--- src/hdl/fccf_pkg.sv ---
// constants, frame layout and types of the card command front end
// assumes one card clock shared by all files of the block
package fccf_pkg;
    localparam int FRAME_BITS = 48;
    localparam int CRC_SPAN = 40;
    localparam logic [5:0] LAST_BIT = 6'h2f;
    localparam logic [5:0] CRC_LAST = 6'h27;
    // positions inside the assembled 48-bit frame
    localparam int POS_START = 47;
    localparam int POS_DIR = 46;
    localparam int POS_IDX_HI = 45;
    localparam int POS_IDX_LO = 40;
    localparam int POS_ARG_HI = 39;
    localparam int POS_ARG_LO = 8;
    localparam int POS_CRC_HI = 7;
    localparam int POS_CRC_LO = 1;
    localparam int POS_END = 0;
    localparam logic [6:0] CRC_POLY = 7'h09;
    localparam logic [6:0] CRC_INIT = 7'h00;
    // command indices with their own effect
    localparam logic [5:0] CMD_IDLE = 6'h00;
    localparam logic [5:0] CMD_SET_ADDR = 6'h03;
    localparam logic [5:0] CMD_SELECT = 6'h07;
    localparam logic [5:0] CMD_BLOCKLEN = 6'h10;
    localparam logic [5:0] CMD_WP_SET = 6'h1c;
    localparam logic [5:0] CMD_WP_CLR = 6'h1d;
    localparam logic [5:0] CMD_TAG_SEC_A = 6'h20;
    localparam logic [5:0] CMD_TAG_SEC_B = 6'h21;
    localparam logic [5:0] CMD_UNTAG_SEC = 6'h22;
    localparam logic [5:0] CMD_TAG_GRP_A = 6'h23;
    localparam logic [5:0] CMD_TAG_GRP_B = 6'h24;
    localparam logic [5:0] CMD_UNTAG_GRP = 6'h25;
    localparam logic [5:0] CMD_ERASE = 6'h26;
    // reset values of the card-specific fields
    localparam logic [31:0] BLOCK_LEN_RESET = 32'h0000_0200;
    localparam logic [4:0] SECTOR_SIZE_RESET = 5'h00;
    localparam logic [4:0] GROUP_SIZE_RESET = 5'h0f;
    localparam logic [4:0] WP_GROUP_SIZE_RESET = 5'h01;
    localparam logic [11:0] CLASS_MASK_RESET = 12'h0ff;

    typedef enum logic [1:0] {KIND_BC, KIND_BCR, KIND_AC, KIND_ADTC} fccf_kind_t;

    typedef struct packed {
        logic [5:0] index;
        logic [31:0] argument;
        fccf_kind_t kind;
        logic supported;
    } fccf_cmd_t;

    typedef struct packed {
        logic [4:0] sectorBlocks;
        logic [4:0] groupSectors;
        logic [4:0] wpGroupSectors;
        logic [11:0] supportedClassMask;
    } fccf_csd_t;
endpackage

--- src/hdl/fccf_frontend.sv ---
// card-side command receiver, decoder, erase tags and group write protection
// assumes cmdLine is the raw command pin; rca and cardSelected come from card
// state logic on clk; responses and data are produced by downstream logic
`timescale 1ns/1ps
// Overview of operation
// - card answers only in reaction to a received command, never by itself.
// - data unit is one byte; block length counted in whole bytes.
// - sector is fixed blocks, group fixed sectors, both reported in card data.
// - one tag bit per sector and group, set or cleared by tag commands.
// - erase command erases all tagged units together in one operation.
// - any command other than tag or untag clears every tag bit.
// - one write-protect bit per protection group, set and cleared by commands.
// - accept indices 0-4, 7, 9-13, 15 and 16-18.
// - accept indices 20, 24-27, 28-30, 32-38 and 42.
// - basic class always present; supported classes published as a mask.
// - no answer to broadcast; broadcast-with-response answered by all cards.
// - only addressed card answers; data commands also start a data transfer.
// - frame bits arrive most significant first and are shifted in so.
// - every command frame is exactly 48 bits long.
// - start, direction, 6-bit index, 32-bit argument, 7-bit CRC, end bit.
// - start bit zero and direction bit one mark a host command.
// - the index field is the binary command number, choosing argument meaning.
// - index 0 sends the card back to idle.
// - index 16 stores the argument as block length for later block commands.
module fccf_frontend
    import fccf_pkg::*;
#(
    parameter int NUM_SECTORS = 16,
    parameter int NUM_GROUPS = 4,
    parameter int NUM_WP_GROUPS = 4
)(
    input wire logic clk,
    input wire logic resetn,
    input wire logic cmdLine,
    input wire logic [15:0] rca,
    input wire logic cardSelected,
    output fccf_cmd_t cmdInfo_ff,
    output logic cmdValid_ff,
    output logic respReq_ff,
    output logic dataReq_ff,
    output logic goIdle_ff,
    output logic frameError_ff,
    output logic crcError_ff,
    output logic [31:0] blockLen_ff,
    output logic [NUM_SECTORS-1:0] sectorTag_ff,
    output logic [NUM_GROUPS-1:0] groupTag_ff,
    output logic eraseReq_ff,
    output logic [NUM_SECTORS-1:0] eraseSectors_ff,
    output logic [NUM_GROUPS-1:0] eraseGroups_ff,
    output logic [NUM_WP_GROUPS-1:0] wpBits_ff,
    output fccf_csd_t csdFields_ff
);
    if (NUM_SECTORS < 1 || NUM_SECTORS > 1024 || NUM_GROUPS < 1 || NUM_GROUPS > 1024
        || NUM_WP_GROUPS < 1 || NUM_WP_GROUPS > 1024)
    begin : g_check
        $error("fccf_frontend: unit counts must lie in 1..1024");
    end
    typedef enum {ST_IDLE, ST_RECV} fccf_state_t;
    function automatic logic [6:0] crcStep(input logic [6:0] crc, input logic bitIn);
        logic fb;
        fb = bitIn ^ crc[6];
        crcStep = {crc[5:0], 1'b0} ^ (fb ? CRC_POLY : CRC_INIT);
    endfunction
    function automatic logic isSupported(input logic [5:0] idx);
        case (idx) inside
            [6'h00:6'h04], 6'h07, [6'h09:6'h0d], 6'h0f, [6'h10:6'h12]: isSupported = 1'b1;
            6'h14, [6'h18:6'h1e], [6'h20:6'h26], 6'h2a: isSupported = 1'b1;
            default: isSupported = 1'b0;
        endcase
    endfunction
    function automatic fccf_kind_t cmdKind(input logic [5:0] idx);
        case (idx) inside
            6'h00, 6'h04: cmdKind = KIND_BC;
            6'h01, 6'h02: cmdKind = KIND_BCR;
            6'h0b, 6'h11, 6'h12, 6'h14, [6'h18:6'h1b], 6'h1e, 6'h2a: cmdKind = KIND_ADTC;
            default: cmdKind = KIND_AC;
        endcase
    endfunction
    function automatic logic isTagCmd(input logic [5:0] idx);
        isTagCmd = (idx >= CMD_TAG_SEC_A) && (idx <= CMD_UNTAG_GRP);
    endfunction
    logic cmdSync1_ff;
    logic cmdSync2_ff;
    fccf_state_t state_ff;
    logic [5:0] bitCnt_ff;
    logic [FRAME_BITS-1:0] shift_ff;
    logic [6:0] crc_ff;
    logic cmdBit;
    logic frameLast;
    logic [FRAME_BITS-1:0] nxt_frame;
    logic shapeOk;
    logic crcOk;
    logic frameOk;
    logic [5:0] nxtIdx;
    logic [31:0] nxtArg;
    fccf_kind_t nxtKind;
    logic nxtSup;
    logic addressed;
    logic nxt_resp;
    logic [1023:0] argHit;

    always_ff @(posedge clk or negedge resetn)
    begin
        if (!resetn)
        begin
            cmdSync1_ff <= 1'b1;
            cmdSync2_ff <= 1'b1;
        end
        else
        begin
            cmdSync1_ff <= cmdLine;
            cmdSync2_ff <= cmdSync1_ff;
        end
    end
    assign cmdBit = cmdSync2_ff;
    assign frameLast = (state_ff == ST_RECV) && (bitCnt_ff == LAST_BIT);
    // final bit is taken straight from the synchroniser output cmdBit so the frame closes on bit 48
    assign nxt_frame = {shift_ff[FRAME_BITS-2:0], cmdBit};
    assign shapeOk = !nxt_frame[POS_START] && nxt_frame[POS_DIR] && nxt_frame[POS_END];
    assign crcOk = (nxt_frame[POS_CRC_HI:POS_CRC_LO] == crc_ff);
    assign frameOk = frameLast && shapeOk && crcOk;
    assign nxtIdx = nxt_frame[POS_IDX_HI:POS_IDX_LO];
    assign nxtArg = nxt_frame[POS_ARG_HI:POS_ARG_LO];
    assign nxtKind = cmdKind(nxtIdx);
    assign nxtSup = isSupported(nxtIdx);
    // one-hot unit select; numbers past the unit count fall off the top
    assign argHit = (nxtArg[31:10] == 22'h000000) ? (1024'h1 << nxtArg[9:0]) : '0;

    // cmd7 with address zero deselects every card, so nobody answers
    always_comb
    begin
        case (nxtIdx)
            CMD_SET_ADDR: addressed = 1'b1;
            CMD_SELECT: addressed = (nxtArg[31:16] == rca) && (rca != 16'h0000);
            6'h09, 6'h0a, 6'h0d, 6'h0f: addressed = (nxtArg[31:16] == rca);
            default: addressed = cardSelected;
        endcase
    end
    always_comb
    begin
        case (nxtKind)
            KIND_BC: nxt_resp = 1'b0;
            KIND_BCR: nxt_resp = 1'b1;
            default: nxt_resp = addressed;
        endcase
    end
    always_ff @(posedge clk or negedge resetn)
    begin
        if (!resetn)
        begin
            state_ff <= ST_IDLE;
            bitCnt_ff <= 6'h00;
            shift_ff <= '0;
            crc_ff <= CRC_INIT;
        end
        else
        begin
            case (state_ff)
                ST_IDLE:
                begin
                    if (!cmdBit)
                    begin
                        state_ff <= ST_RECV;
                        bitCnt_ff <= 6'h01;
                        shift_ff <= nxt_frame;
                        crc_ff <= crcStep(CRC_INIT, cmdBit);
                    end
                end
                ST_RECV:
                begin
                    shift_ff <= nxt_frame;
                    bitCnt_ff <= bitCnt_ff + 6'h01;
                    if (bitCnt_ff <= CRC_LAST)
                    begin
                        crc_ff <= crcStep(crc_ff, cmdBit);
                    end
                    if (frameLast)
                    begin
                        state_ff <= ST_IDLE;
                        bitCnt_ff <= 6'h00;
                    end
                end
                default:
                begin
                    state_ff <= ST_IDLE;
                end
            endcase
        end
    end

    // answer strobes exist only one cycle after an accepted frame
    always_ff @(posedge clk or negedge resetn)
    begin
        if (!resetn)
        begin
            cmdInfo_ff <= '0;
            cmdValid_ff <= 1'b0;
            respReq_ff <= 1'b0;
            dataReq_ff <= 1'b0;
            goIdle_ff <= 1'b0;
            frameError_ff <= 1'b0;
            crcError_ff <= 1'b0;
        end
        else
        begin
            cmdValid_ff <= frameOk;
            respReq_ff <= frameOk && nxtSup && nxt_resp;
            dataReq_ff <= frameOk && nxtSup && addressed && (nxtKind == KIND_ADTC);
            goIdle_ff <= frameOk && (nxtIdx == CMD_IDLE);
            frameError_ff <= frameLast && !shapeOk;
            crcError_ff <= frameLast && shapeOk && !crcOk;
            if (frameOk)
            begin
                cmdInfo_ff <= '{index: nxtIdx, argument: nxtArg, kind: nxtKind, supported: nxtSup};
            end
        end
    end

    // block length is a byte count; the card's own length stands until changed
    always_ff @(posedge clk or negedge resetn)
    begin
        if (!resetn)
        begin
            blockLen_ff <= BLOCK_LEN_RESET;
        end
        else if (frameOk && (nxtIdx == CMD_BLOCKLEN))
        begin
            blockLen_ff <= nxtArg;
        end
    end

    // tag argument is the unit number; out-of-range numbers tag nothing
    always_ff @(posedge clk or negedge resetn)
    begin
        if (!resetn)
        begin
            sectorTag_ff <= '0;
            groupTag_ff <= '0;
            eraseReq_ff <= 1'b0;
            eraseSectors_ff <= '0;
            eraseGroups_ff <= '0;
        end
        else
        begin
            eraseReq_ff <= frameOk && (nxtIdx == CMD_ERASE);
            if (frameOk && (nxtIdx == CMD_ERASE))
            begin
                eraseSectors_ff <= sectorTag_ff;
                eraseGroups_ff <= groupTag_ff;
            end
            if (frameOk && !isTagCmd(nxtIdx))
            begin
                sectorTag_ff <= '0;
                groupTag_ff <= '0;
            end
            else if (frameOk)
            begin
                if (nxtIdx == CMD_TAG_SEC_A || nxtIdx == CMD_TAG_SEC_B)
                begin
                    sectorTag_ff <= sectorTag_ff | argHit[NUM_SECTORS-1:0];
                end
                else if (nxtIdx == CMD_UNTAG_SEC)
                begin
                    sectorTag_ff <= sectorTag_ff & ~argHit[NUM_SECTORS-1:0];
                end
                if (nxtIdx == CMD_TAG_GRP_A || nxtIdx == CMD_TAG_GRP_B)
                begin
                    groupTag_ff <= groupTag_ff | argHit[NUM_GROUPS-1:0];
                end
                else if (nxtIdx == CMD_UNTAG_GRP)
                begin
                    groupTag_ff <= groupTag_ff & ~argHit[NUM_GROUPS-1:0];
                end
            end
        end
    end

    // only the selected card may change its protection bits
    always_ff @(posedge clk or negedge resetn)
    begin
        if (!resetn)
        begin
            wpBits_ff <= '0;
        end
        else if (frameOk && cardSelected && (nxtIdx == CMD_WP_SET))
        begin
            wpBits_ff <= wpBits_ff | argHit[NUM_WP_GROUPS-1:0];
        end
        else if (frameOk && cardSelected && (nxtIdx == CMD_WP_CLR))
        begin
            wpBits_ff <= wpBits_ff & ~argHit[NUM_WP_GROUPS-1:0];
        end
    end

    always_ff @(posedge clk or negedge resetn)
    begin
        if (!resetn)
        begin
            csdFields_ff <= '{sectorBlocks: SECTOR_SIZE_RESET, groupSectors: GROUP_SIZE_RESET,
                              wpGroupSectors: WP_GROUP_SIZE_RESET, supportedClassMask: CLASS_MASK_RESET};
        end
        else
        begin
            csdFields_ff <= csdFields_ff;
        end
    end
endmodule

--- config.mk ---
export PLATFORM = sky130hd
export DESIGN_NAME = fccf_frontend
export DESIGN_NICKNAME = d
export VERILOG_FILES = /design/src/hdl/fccf_pkg.sv /design/src/hdl/fccf_frontend.sv
export SDC_FILE = /design/constraint.sdc
export NUM_CORES = 1
export LEC_CHECK = 0
export BUFFER_PORTS_ARGS = -buffer_cell sky130_fd_sc_hd__buf_2
export CORE_AREA = 4 4 155 112
export CTS_CLUSTER_SIZE = 14
export DETAILED_ROUTE_END_ITERATION = 7
export DIE_AREA = 0 0 159 116
export PLACE_DENSITY = 0.75
export SKIP_CTS_REPAIR_TIMING = 1
export SLEW_MARGIN = 15
export SYNTH_ARGS = -nofsm -noshare
export SYNTH_HDL_FRONTEND = slang
export SYNTH_SLANG_ARGS = --single-unit
--- constraint.sdc ---
create_clock -name clk -period 3.7 [get_ports clk]
set_clock_uncertainty 0.15 [all_clocks]
set_input_delay 0.74 -clock clk [delete_from_list [all_inputs] [get_ports clk]]
set_output_delay 0.74 -clock clk [all_outputs]
set_load 0.1 [all_outputs]
# Word-level counts from Yosys, hierarchy flattened
# Index checks and enable logic that the tools add are counted.
[totals]
register_bits = 218
out_inout_bits = 151
wordCells = 166
[classes]
addsub = 1
order_cmp = 13
eq_ne = 35
n_shift = 1
n_mux = 30
n_bitwise = 10
reduce_logical = 53
[ops]
columns = ["op", "n"]
rows = [
  ["47-bit one-hot mux with 2 select lines", 1],
  ["16-bit 2-to-1 mux", 5],
  ["32-bit 2-to-1 mux", 2],
  ["32-bit one-hot mux with 2 select lines", 1],
  ["6-bit == test, second input constant", 9],
  ["47-bit 2-to-1 mux", 1],
  ["6-bit by 5-bit == test with 1-bit output, second input constant", 7],
  ["32-bit by 1-bit == test with 1-bit output, second input constant", 1],
  ["32-bit by 2-bit == test with 1-bit output, second input constant", 1],
  ["32-bit logical NOT", 1],
  ["6-bit by 4-bit == test with 1-bit output, second input constant", 5],
  ["4-bit 2-to-1 mux", 7],
  ["1-bit logical AND", 26],
  ["22-bit logical NOT", 1],
  ["6-bit by 5-bit <= comparator with 1-bit output, second input constant", 3],
  ["6-bit <= comparator, second input constant", 3],
  ["16-bit AND", 1],
  ["16-bit == test", 1],
  ["16-bit inverter", 1],
  ["16-bit bitwise OR", 1],
  ["16-bit nonzero test", 1],
  ["1-bit by 10-bit << shifter with 16-bit output, first input constant", 1],
  ["7-bit 2-to-1 mux", 2],
  ["7-bit one-hot mux with 2 select lines", 1],
  ["37 further kinds", 60],
]

# Depth between registers and ports, before layout
# Gate-level depths: netlist of run 1.
[depth]
ltp_word = 9
depth_mapped = 10
ltp_nobuf = 7

# Worst setup path before layout of run 1
# OpenSTA, ideal clock, no wires.
[synth_timing]
path_type = "flip-flop to flip-flop"
start = "register bitCnt_ff[0]"
end = "register eraseSectors_ff[0]"
arrival_ns = 2.143
required_ns = 3.424
setup_slack_ns = 1.281
path_stages_with_launch = 9
path_buffers = 2
synth_period_minus_slack_ns = 2.419
path_cell_list = "dfrtp_1 > ha_1 > and3_1 > and3_1 > buf_4 > nand3_4 > or4_4 > buf_6 > mux2_4"
[synth_via]
elab_chain_len = 5
[synth_rtl]
columns = ["element", "line_no", "text"]
rows = [
  ["from (decl)", "fccf_frontend.sv:85", "logic [5:0] bitCnt_ff;"],
  ["from (signal assigned)", "fccf_frontend.sv:172", "bitCnt_ff <= bitCnt_ff + 6'h01;"],
  ["6-bit == test", "fccf_frontend.sv:116", "assign frameLast = (state_ff == ST_RECV) && (bitCnt_ff == LAST_BIT);"],
  ["1-bit logical AND", "fccf_frontend.sv:116", ""],
  ["1-bit logical AND (2 in series)", "fccf_frontend.sv:121", "assign frameOk = frameLast && shapeOk && crcOk;"],
  ["1-bit logical AND", "fccf_frontend.sv:246", "if (frameOk && (nxtIdx == CMD_ERASE))"],
  ["to (signal assigned)", "fccf_frontend.sv:248", "eraseSectors_ff <= sectorTag_ff;"],
  ["to (decl)", "fccf_frontend.sv:48", "output logic [NUM_SECTORS-1:0] eraseSectors_ff,"],
]
# No other way between the ends.
# A chain may end at the register's enable or synchronous reset.

# Final worst setup path of run 1
[layout_timing]
start = "register bitCnt_ff[0]"
end = "register groupTag_ff[2]"
[layout_via]
elab_chain_len = 7
word_cells_on_any_way = 9
cone_classes = "1 x eq/ne; 1 x mux; 7 x reduce/logical"
[layout_rtl]
columns = ["element", "line_no", "text"]
rows = [
  ["6-bit == test *", "fccf_frontend.sv:116", ""],
  ["1-bit logical AND *", "fccf_frontend.sv:116", ""],
  ["1-bit logical AND * (2 in series)", "fccf_frontend.sv:121", ""],
  ["1-bit logical AND", "fccf_frontend.sv:251", "if (frameOk && !isTagCmd(nxtIdx))"],
  ["3-bit nonzero test (no line) or 2-bit nonzero test (tied branches)", "-", ""],
  ["2-bit AND reduction (no line)", "-", ""],
  ["to (signal assigned)", "fccf_frontend.sv:268", "groupTag_ff <= groupTag_ff | argHit[NUM_GROUPS-1:0];"],
  ["to (signal assigned)", "fccf_frontend.sv:272", "groupTag_ff <= groupTag_ff & ~argHit[NUM_GROUPS-1:0];"],
  ["to (decl)", "fccf_frontend.sv:46", "output logic [NUM_GROUPS-1:0] groupTag_ff,"],
]
# Every way passes the cells marked *; elsewhere a longest branch is shown, timed or not.

==> reports/metrics.yaml, run 1 <==
outcome:
  status: "finished clean"
critical_path:
  crit_buf_inv: 3
  critPathKind: "flip-flop to flip-flop"
  required_ps: 3890
  startpoint: "bitCnt_ff[0]"
  cp_cell_sequence: "ha_1 > and3_1 > and3_1 > nand3_4 > buf_4 > clkinv_1 > buf_4 > nand3_1 > o211ai_1"
  slowest_delay_ps: 390
  rr_startpoint: "bitCnt_ff[0]"
  crit_arrival_ps: 3140
  cp_top_family: "simple AND/OR/NAND/NOR gates"
  startpoint_type: "flip-flop"
  crit_path_end_kind: "flip-flop"
  path_max_fanout: 44
  crit_path_top_delay_cell: "dfrtp_1"
cts:
  root_buffer: "clkbuf_16"
  cts-buffers-inserted: 17
  cts_tree: "yes"
  cts_sinks: 187
  cts_max_path_buffers: 2
  htreeDepth: 4
  clk_pin_slew_ps: 70
  insertion_delay_ps: 430
floorplan:
  io_pins: 171
  die_y_um: 116
  coreArea_sq_mm: 0.01596
  die_area_sq_mm: 0.01844
  die_w_um: 159
  initial_utilization: 0.5389
  rows: 39
timing:
  fmax_ghz: 0.3391
  slew_headroom: 0.3722
  fin_crit_sh: 0.7971
  hold_viol_final: 0
  final.min_clock_period_ps: 2949
  setup-tns-final_ps: 0
  tightest_slew_ps: 941.7
  slew_violations: 0
  rsz0062_at_grt: "no"
  setup_viol: 0
  setup_ws_ps: 750.6
cells_and_area:
  finalNonFillerCells: 1205
  syn_to_final_growth_pct: 16.41
  finalCoreUtilization: 0.6274
  diodes: 0
  drive_above_1_share: 0.2530
  layout.nets: 1008
  fin_area_sq_mm: 0.01001
  n_fill_cell: 1293
worst_hold_path:
  hp-start: "cmdSync1_ff"
  hold_class: "flip-flop to flip-flop"
placement:
  dp.cells: 1173
  io_buffers: 143
  preCtsSetupSlack_ps: 835.1
  gp_congestion: 0.8924
  dp_hpwl_mm: 13.79
  dpl_cell_area_sq_mm: 0.009361
routing:
  firstDrtPassIters: 5
  wl_mm: 20.55
  ant_nets: 0
  vias_per_cell: 5.527
  drcViolationCount: 0
  vias: 6660
  routedWlPerCell_um: 17.06
  drt_iter0_markers: 568
global_route:
  grt_pass1_wl_mm: 33.38
  antenna_found_initial: 0
  grt_max_degree: 106
  grt_pass1_vias: 6325
  overflow: 0
  grt.total_usage: 0.2262
synthesis:
  synthDistinctLibCells: 62
  synth_area_sq_mm: 0.008599
  yosysSeqAreaShare: 0.5446
  ys_ff_latch: 187
  synth-edff-count: 0
  yosysWarningCount: 0
  synth_cells: 865
  async_reset_ff_frac: 1.000
  synth_area_per_cell_sq_um: 9.942
  synth_flop_cell: "dfrtp_1"
power_and_ir_drop:
  vdd_drop_max_mv: 0.2879
  leakage_nw: 5.442
  p_per_area_mw_per_mm2: 466.7
flow_run:
  cap_violations: 0
layout make-up:
type / count / area [sq um] / area share
Inverter: 10 / 37.54 / 0.003750
Multi-Input combinational cell: 616 / 3570 / 0.3566
Sequential cell: 187 / 4683 / 0.4678
Clock inverter: 11 / 178.9 / 0.01787
Timing Repair Buffer: 155 / 814.5 / 0.08136
Clock buffer: 21 / 470.5 / 0.04699
Tap cell: 205 / 256.5 / 0.02562
power by group:
part	leakage, nW	switching [mW]	internal [mW]
Clock	0.322	0.792	1.20
Sequential	2.48	0.117	2.11
Combinational	2.64	0.333	0.121
Total	5.44	1.24	3.43
path summary, 6_finish.rpt:
path	endpoint	slack [ps]	cells past startpoint
setup / recovery	groupTag_ff[2]	750	9
hold / removal	cmdBit	210	0
setup reg to reg	groupTag_ff[2]	750	9
hold reg to reg	cmdBit	210	0
max in group asynchronous	shift_ff[18]	2310	2
min in group asynchronous	eraseSectors_ff[11]	240	1
Yosys cell counts, types with 6 or more instances:
library cell	number	area share
a21oi_1	9	0.0052
a22o_1	6	0.0061
a32oi_1	8	0.0081
and2_1	6	0.0044
and3_1	9	0.0065
buf_4	29	0.025
clkbuf_1	37	0.016
dfrtp_1	184	0.54
inv_1	9	0.0039
mux2_2	35	0.046
mux2_4	19	0.033
nand2_1	277	0.12
nand3_1	28	0.016
nand4_1	8	0.0058
nor2_1	22	0.0096
nor3_1	13	0.0076
nor4_1	18	0.013
o211ai_1	21	0.018
o21ai_0	20	0.012
xnor2_1	8	0.0081
xor2_1	19	0.019
sequential cells by signal, indices dropped and copies added, names as in the netlist, 4 cells and up, named ones only:
name	count
bitCnt_ff	6
blockLen_ff	32
cmdInfo_ff	41
crc_ff	7
eraseGroups_ff	4
eraseSectors_ff	16
groupTag_ff	4
sectorTag_ff	16
shift_ff	47
per-stage QoR:
stage / total power [mW] / hold WS [ps]
3_3_place_gp: 2.705 / 198.9
6_report: 4.673 / 205.6
5_1_grt: 4.843 / 212.3
2_1_floorplan: 2.604 / 195.2
4_1_cts: 4.696 / 206.8
3_5_place_dp: 2.716 / 197.2
kinds of logic (layout without fill, tap and decap cells):
group,count (synthesis),in the layout,share of synthesized area
buffers and inverters,87,197,0.05296
other,2,27,0.0008733
adder cells (fa/ha/maj),1,1,0.001455
AND/OR/NAND/NOR,414,414,0.2156
multiplexers,58,58,0.08366
XOR/XNOR,27,27,0.02750
AO/OA/AOI/OAI,89,89,0.07333
flip-flops,187,187,0.5446
worst register-to-register path, stage by stage (launching register included):
cell	delay, ps
dfrtp_1	390
ha_1	200
and3_1	260
and3_1	320
nand3_4	170
buf_4	340
clkinv_1	130
buf_4	390
nand3_1	270
o211ai_1	250
cells in the final DEF, fill, tap and decap left out, types with 3 or more instances in the layout:
cell	netlist	final
inv_1	9	9
o211ai_1	21	21
o311ai_0	3	3
dfrtp_1	184	184
and2_1	6	6
nand4_1	8	8
a32oi_1	8	8
buf_2	3	142
mux2_2	35	35
a22o_1	6	6
o21ai_0	20	20
nand2b_1	5	5
nor2_1	22	21
and3b_1	3	3
dfstp_2	3	3
mux2_4	19	19
nor4_1	18	18
nand2_1	277	277
nand3_1	28	28
mux2i_1	4	4
bufinv_16	0	4
xnor2_1	8	8
clkbuf_16	0	17
or3_1	3	3
nor3_1	13	13
nand4b_1	4	4
a21oi_1	9	9
clkbuf_8	0	4
conb_1	2	27
nor2b_1	5	4
xor2_1	19	19
and3_1	9	9
buf_4	29	12
metal layers:
layer | global-route usage | wire [um]
met1 | 0.3285 | 9493
met2 | 0.3411 | 9350
met3 | 0.05652 | 1463
met4 | 0.06763 | 245
met5 | 0 | 0
Note: power is estimated with default switching activity, not from simulation.
==> run 2, diff against run 1 <==
Settings changed: ABC_AREA set to 1.
Clock period 3.7 ns to 2.8 ns, I/O delays scaled along.
==> reports/metrics.yaml, run 2 <==
power_and_ir_drop:
  clockPowerShare: 0.416  # was 0.426
  leakage_nw: 5.343  # was 5.442 nW
  p_sw_frac: 0.2723  # was 0.2657
  vdd_drop_max_mv: 0.4098  # was 0.2879 mV
  p_seq_frac: 0.479  # was 0.477
  p_int_mw: 4.369  # was 3.431 mW
  pwr-share-comb: 0.105  # was 0.097
  switchingPower_mw: 1.635  # was 1.242 mW
  p_per_area_mw_per_mm2: 601.9  # was 466.7 mW/mm^2
critical_path:
  path_max_fanout: 42  # was 44
  required_ps: 2970  # was 3890 ps
  critPathKind: "flip-flop to flip-flop"  # unchanged
  reg2regPathDepth: 11  # was 9
  startpoint_type: "flip-flop"  # unchanged
  crit_path_end_kind: "flip-flop"  # unchanged
  ff2ff_setup_slack_ps: 400  # was 750 ps
  reg2reg_to: "blockLen_ff[28]"  # was groupTag_ff[2]
  rr_startpoint: "bitCnt_ff[0]"  # unchanged
  crit_arrival_ps: 2580  # was 3140 ps
global_route:
  grt.total_usage: 0.2139  # was 0.2262
  overflow: 0  # unchanged
  grt_pass1_wl_mm: 32.04  # was 33.38 mm
  grt_max_degree: 61  # was 106
  antenna_found_initial: 0  # unchanged
  grt_pass1_vias: 6234  # was 6,325
synthesis:
  async_reset_ff_frac: 1.000  # unchanged
  synth_top_area_frac: 0.5339  # was 0.5354
  synth.most_common_cell: "nand2_1"  # unchanged
  synth_area_per_cell_sq_um: 8.659  # was 9.942 sq um
  synthTopCellsByArea: "dfrtp_1, nand2_1, o21ai_0"  # was dfrtp_1, nand2_1, mux2_2
  yosysSeqAreaShare: 0.5430  # was 0.5446
  synth_commonest_cells: "nand2_1, dfrtp_1, inv_1"  # was nand2_1, dfrtp_1, clkbuf_1
  synth_cells: 996  # was 865
  synthDominantAreaCellType: "dfrtp_1"  # unchanged
  synthDistinctLibCells: 38  # was 62
  synth_area_sq_mm: 0.008625  # was 0.008599 sq mm
  ys_ff_latch: 187  # unchanged
  synth-edff-count: 0  # unchanged
  synth_flop_cell: "dfrtp_1"  # unchanged
  yosysWarningCount: 0  # unchanged
timing:
  setup_viol: 0  # unchanged
  setup_ws_ps: 396.1  # was 750.6 ps
  fmax_ghz: 0.4160  # was 0.3391 GHz
  slew_headroom: 0.6116  # was 0.3722
  tightest_slew_ps: 582.6  # was 941.7 ps
  whs_ps: 78.66  # was 205.6 ps
  rsz0062_at_grt: "no"  # unchanged
  slew_violations: 0  # unchanged
  setup-tns-final_ps: 0  # unchanged
  fin_crit_sh: 0.8585  # was 0.7971
  final.min_clock_period_ps: 2404  # was 2949 ps
  hold_viol_final: 0  # unchanged
floorplan:
  coreArea_sq_mm: 0.01596  # unchanged
  rows: 39  # unchanged
  die_area_sq_mm: 0.01844  # unchanged
  die_y_um: 116  # unchanged
  die_w_um: 159  # unchanged
  io_pins: 171  # unchanged
  initial_utilization: 0.5405  # was 0.5389
worst_hold_path:
  min_to: "cmdSync1_ff"  # was cmdBit
  worst_hold_path.num_cells: 1  # was 0
  hp-start: "cmdLine"  # was cmdSync1_ff
  hold_class: "primary input to flip-flop"  # was flip-flop to flip-flop
cts:
  cts_sinks: 187  # unchanged
  clk_pin_slew_ps: 70  # about the same
  cts_tree: "yes"  # unchanged
  root_buffer: "clkbuf_16"  # unchanged
  cts-buffers-inserted: 17  # unchanged
  htreeDepth: 4  # unchanged
  cts_max_path_buffers: 2  # unchanged
  insertion_delay_ps: 430  # about the same
cells_and_area:
  largest_reg_flops: 47  # unchanged
  diodes: 0  # unchanged
  final_cell_mix: "nand2_1, dfrtp_1, buf_2"  # unchanged
  layout.nets: 1150  # was 1,008
  reg.largest.list: "shift_ff x47, cmdInfo_ff x41, blockLen_ff x32"  # unchanged
  n_fill_cell: 1381  # was 1,293
  drive_above_1_share: 0.2110  # was 0.2530
  final_common_cell: "nand2_1"  # unchanged
  largest_register: "shift_ff"  # unchanged
  syn_to_final_growth_pct: 15.67  # was 16.41%
outcome:
  status: "finished clean"  # unchanged
routing:
  vias_per_cell: 5.016  # was 5.527
  ant_nets: 0  # unchanged
  firstDrtPassIters: 6  # was 5
  drcViolationCount: 0  # unchanged
  wl_mm: 19.08  # was 20.55 mm
  drt_iter0_markers: 486  # was 568
  vias: 6756  # was 6,660
  routedWlPerCell_um: 14.16  # was 17.06 um
placement:
  io_buffers: 143  # unchanged
  preCtsSetupSlack_ps: 421.1  # was 835.1 ps
  dp_hpwl_mm: 13.48  # was 13.79 mm
  gp_congestion: 0.9136  # was 0.8924
flow_run:
  cap_violations: 0  # unchanged
[run 2: cell count changes in the layout (fill, tap and decap cells not counted), sizes merged, moves of 14 or more]
cell    before  now
nor2        22   80
inv         13  107
nand3       29   43
mux2        54    0
o21ai       21  148
nor4        19    0
o211ai      21    0
nand2      277  300
[run 2: kinds of logic after synthesis]
logic type,Yosys count,synth area share
AOI/OAI and AO/OA,165,0.1124
xor gates and xnor gates,22,0.02234
adders and majority gates,1,0.001451
buffers and inverters,171,0.09981
DFF,187,0.5430
other,2,0.0008708
and+or+nand+nor,448,0.2201
[run 2: final cells by class]
type	instances	area, sq um	share of cell area
Clock inverter	13	163.9	0.01643
Sequential cell	187	4683	0.4695
Multi-Input combinational cell	663	3182	0.3190
Inverter	107	407.9	0.04089
Clock buffer	19	442.9	0.04440
Timing Repair Buffer	153	839.6	0.08416
Tap cell	205	256.5	0.02571
[run 2: stage by stage]
stage / util / instance area, sq um / instances / total power, mW
floorplan: - / 8718 / 1021 / 3.408
global placement: 0.5865 / 9359 / 1314 / 3.537
detailed placement: 0.5865 / 9359 / 1314 / 3.550
CTS: 0.6246 / 9966 / 1346 / 6.037
global route: 0.6252 / 9976 / 1347 / 6.234
finish: 0.6252 / 9976 / 1347 / 6.004
[run 2: metal layers]
metal / vias up / routed length (um) / GRT usage
met2: 215 / 7992 / 0.3044
met3: 20 / 1127 / 0.04728
li1: 3373 / - / -
met4: 0 / 251 / 0.06243
met5: - / 0 / 0
met1: 3148 / 9704 / 0.3303
[run 2: power groups by stage]
stage / Clock, mW / Sequential (mW) / Combinational, mW
2_1_floorplan: 0 / 2.94 / 0.471
3_3_place_gp: 0 / 2.92 / 0.616
3_5_place_dp: 0 / 2.92 / 0.627
4_1_cts: 2.53 / 2.87 / 0.633
5_1_grt: 2.64 / 2.89 / 0.703
6_report: 2.50 / 2.88 / 0.631
[run 2: worst max-delay path: stages, from the launching register on]
cell and delay, ps:
dfrtp_1 390, ha_1 220, nand3_2 110, nor2_2 130, nand2_4 110, nor2_8 140
nand2_4 190, clkinv_2 140, nand3_4 250, buf_12 280, nand2_1 100, o21ai_2 50
[run 2: worst max-delay path by stage]
stage	cells past startpoint	from	end
4_1_cts	11	bitCnt_ff[0]	blockLen_ff[0]
5_1_grt	10	bitCnt_ff[0]	dataReq_ff
6_report	11	bitCnt_ff[0]	blockLen_ff[28]
2_1_floorplan	10	bitCnt_ff[0]	eraseGroups_ff[0]
3_3_place_gp	11	bitCnt_ff[0]	blockLen_ff[29]
3_5_place_dp	11	bitCnt_ff[0]	blockLen_ff[23]
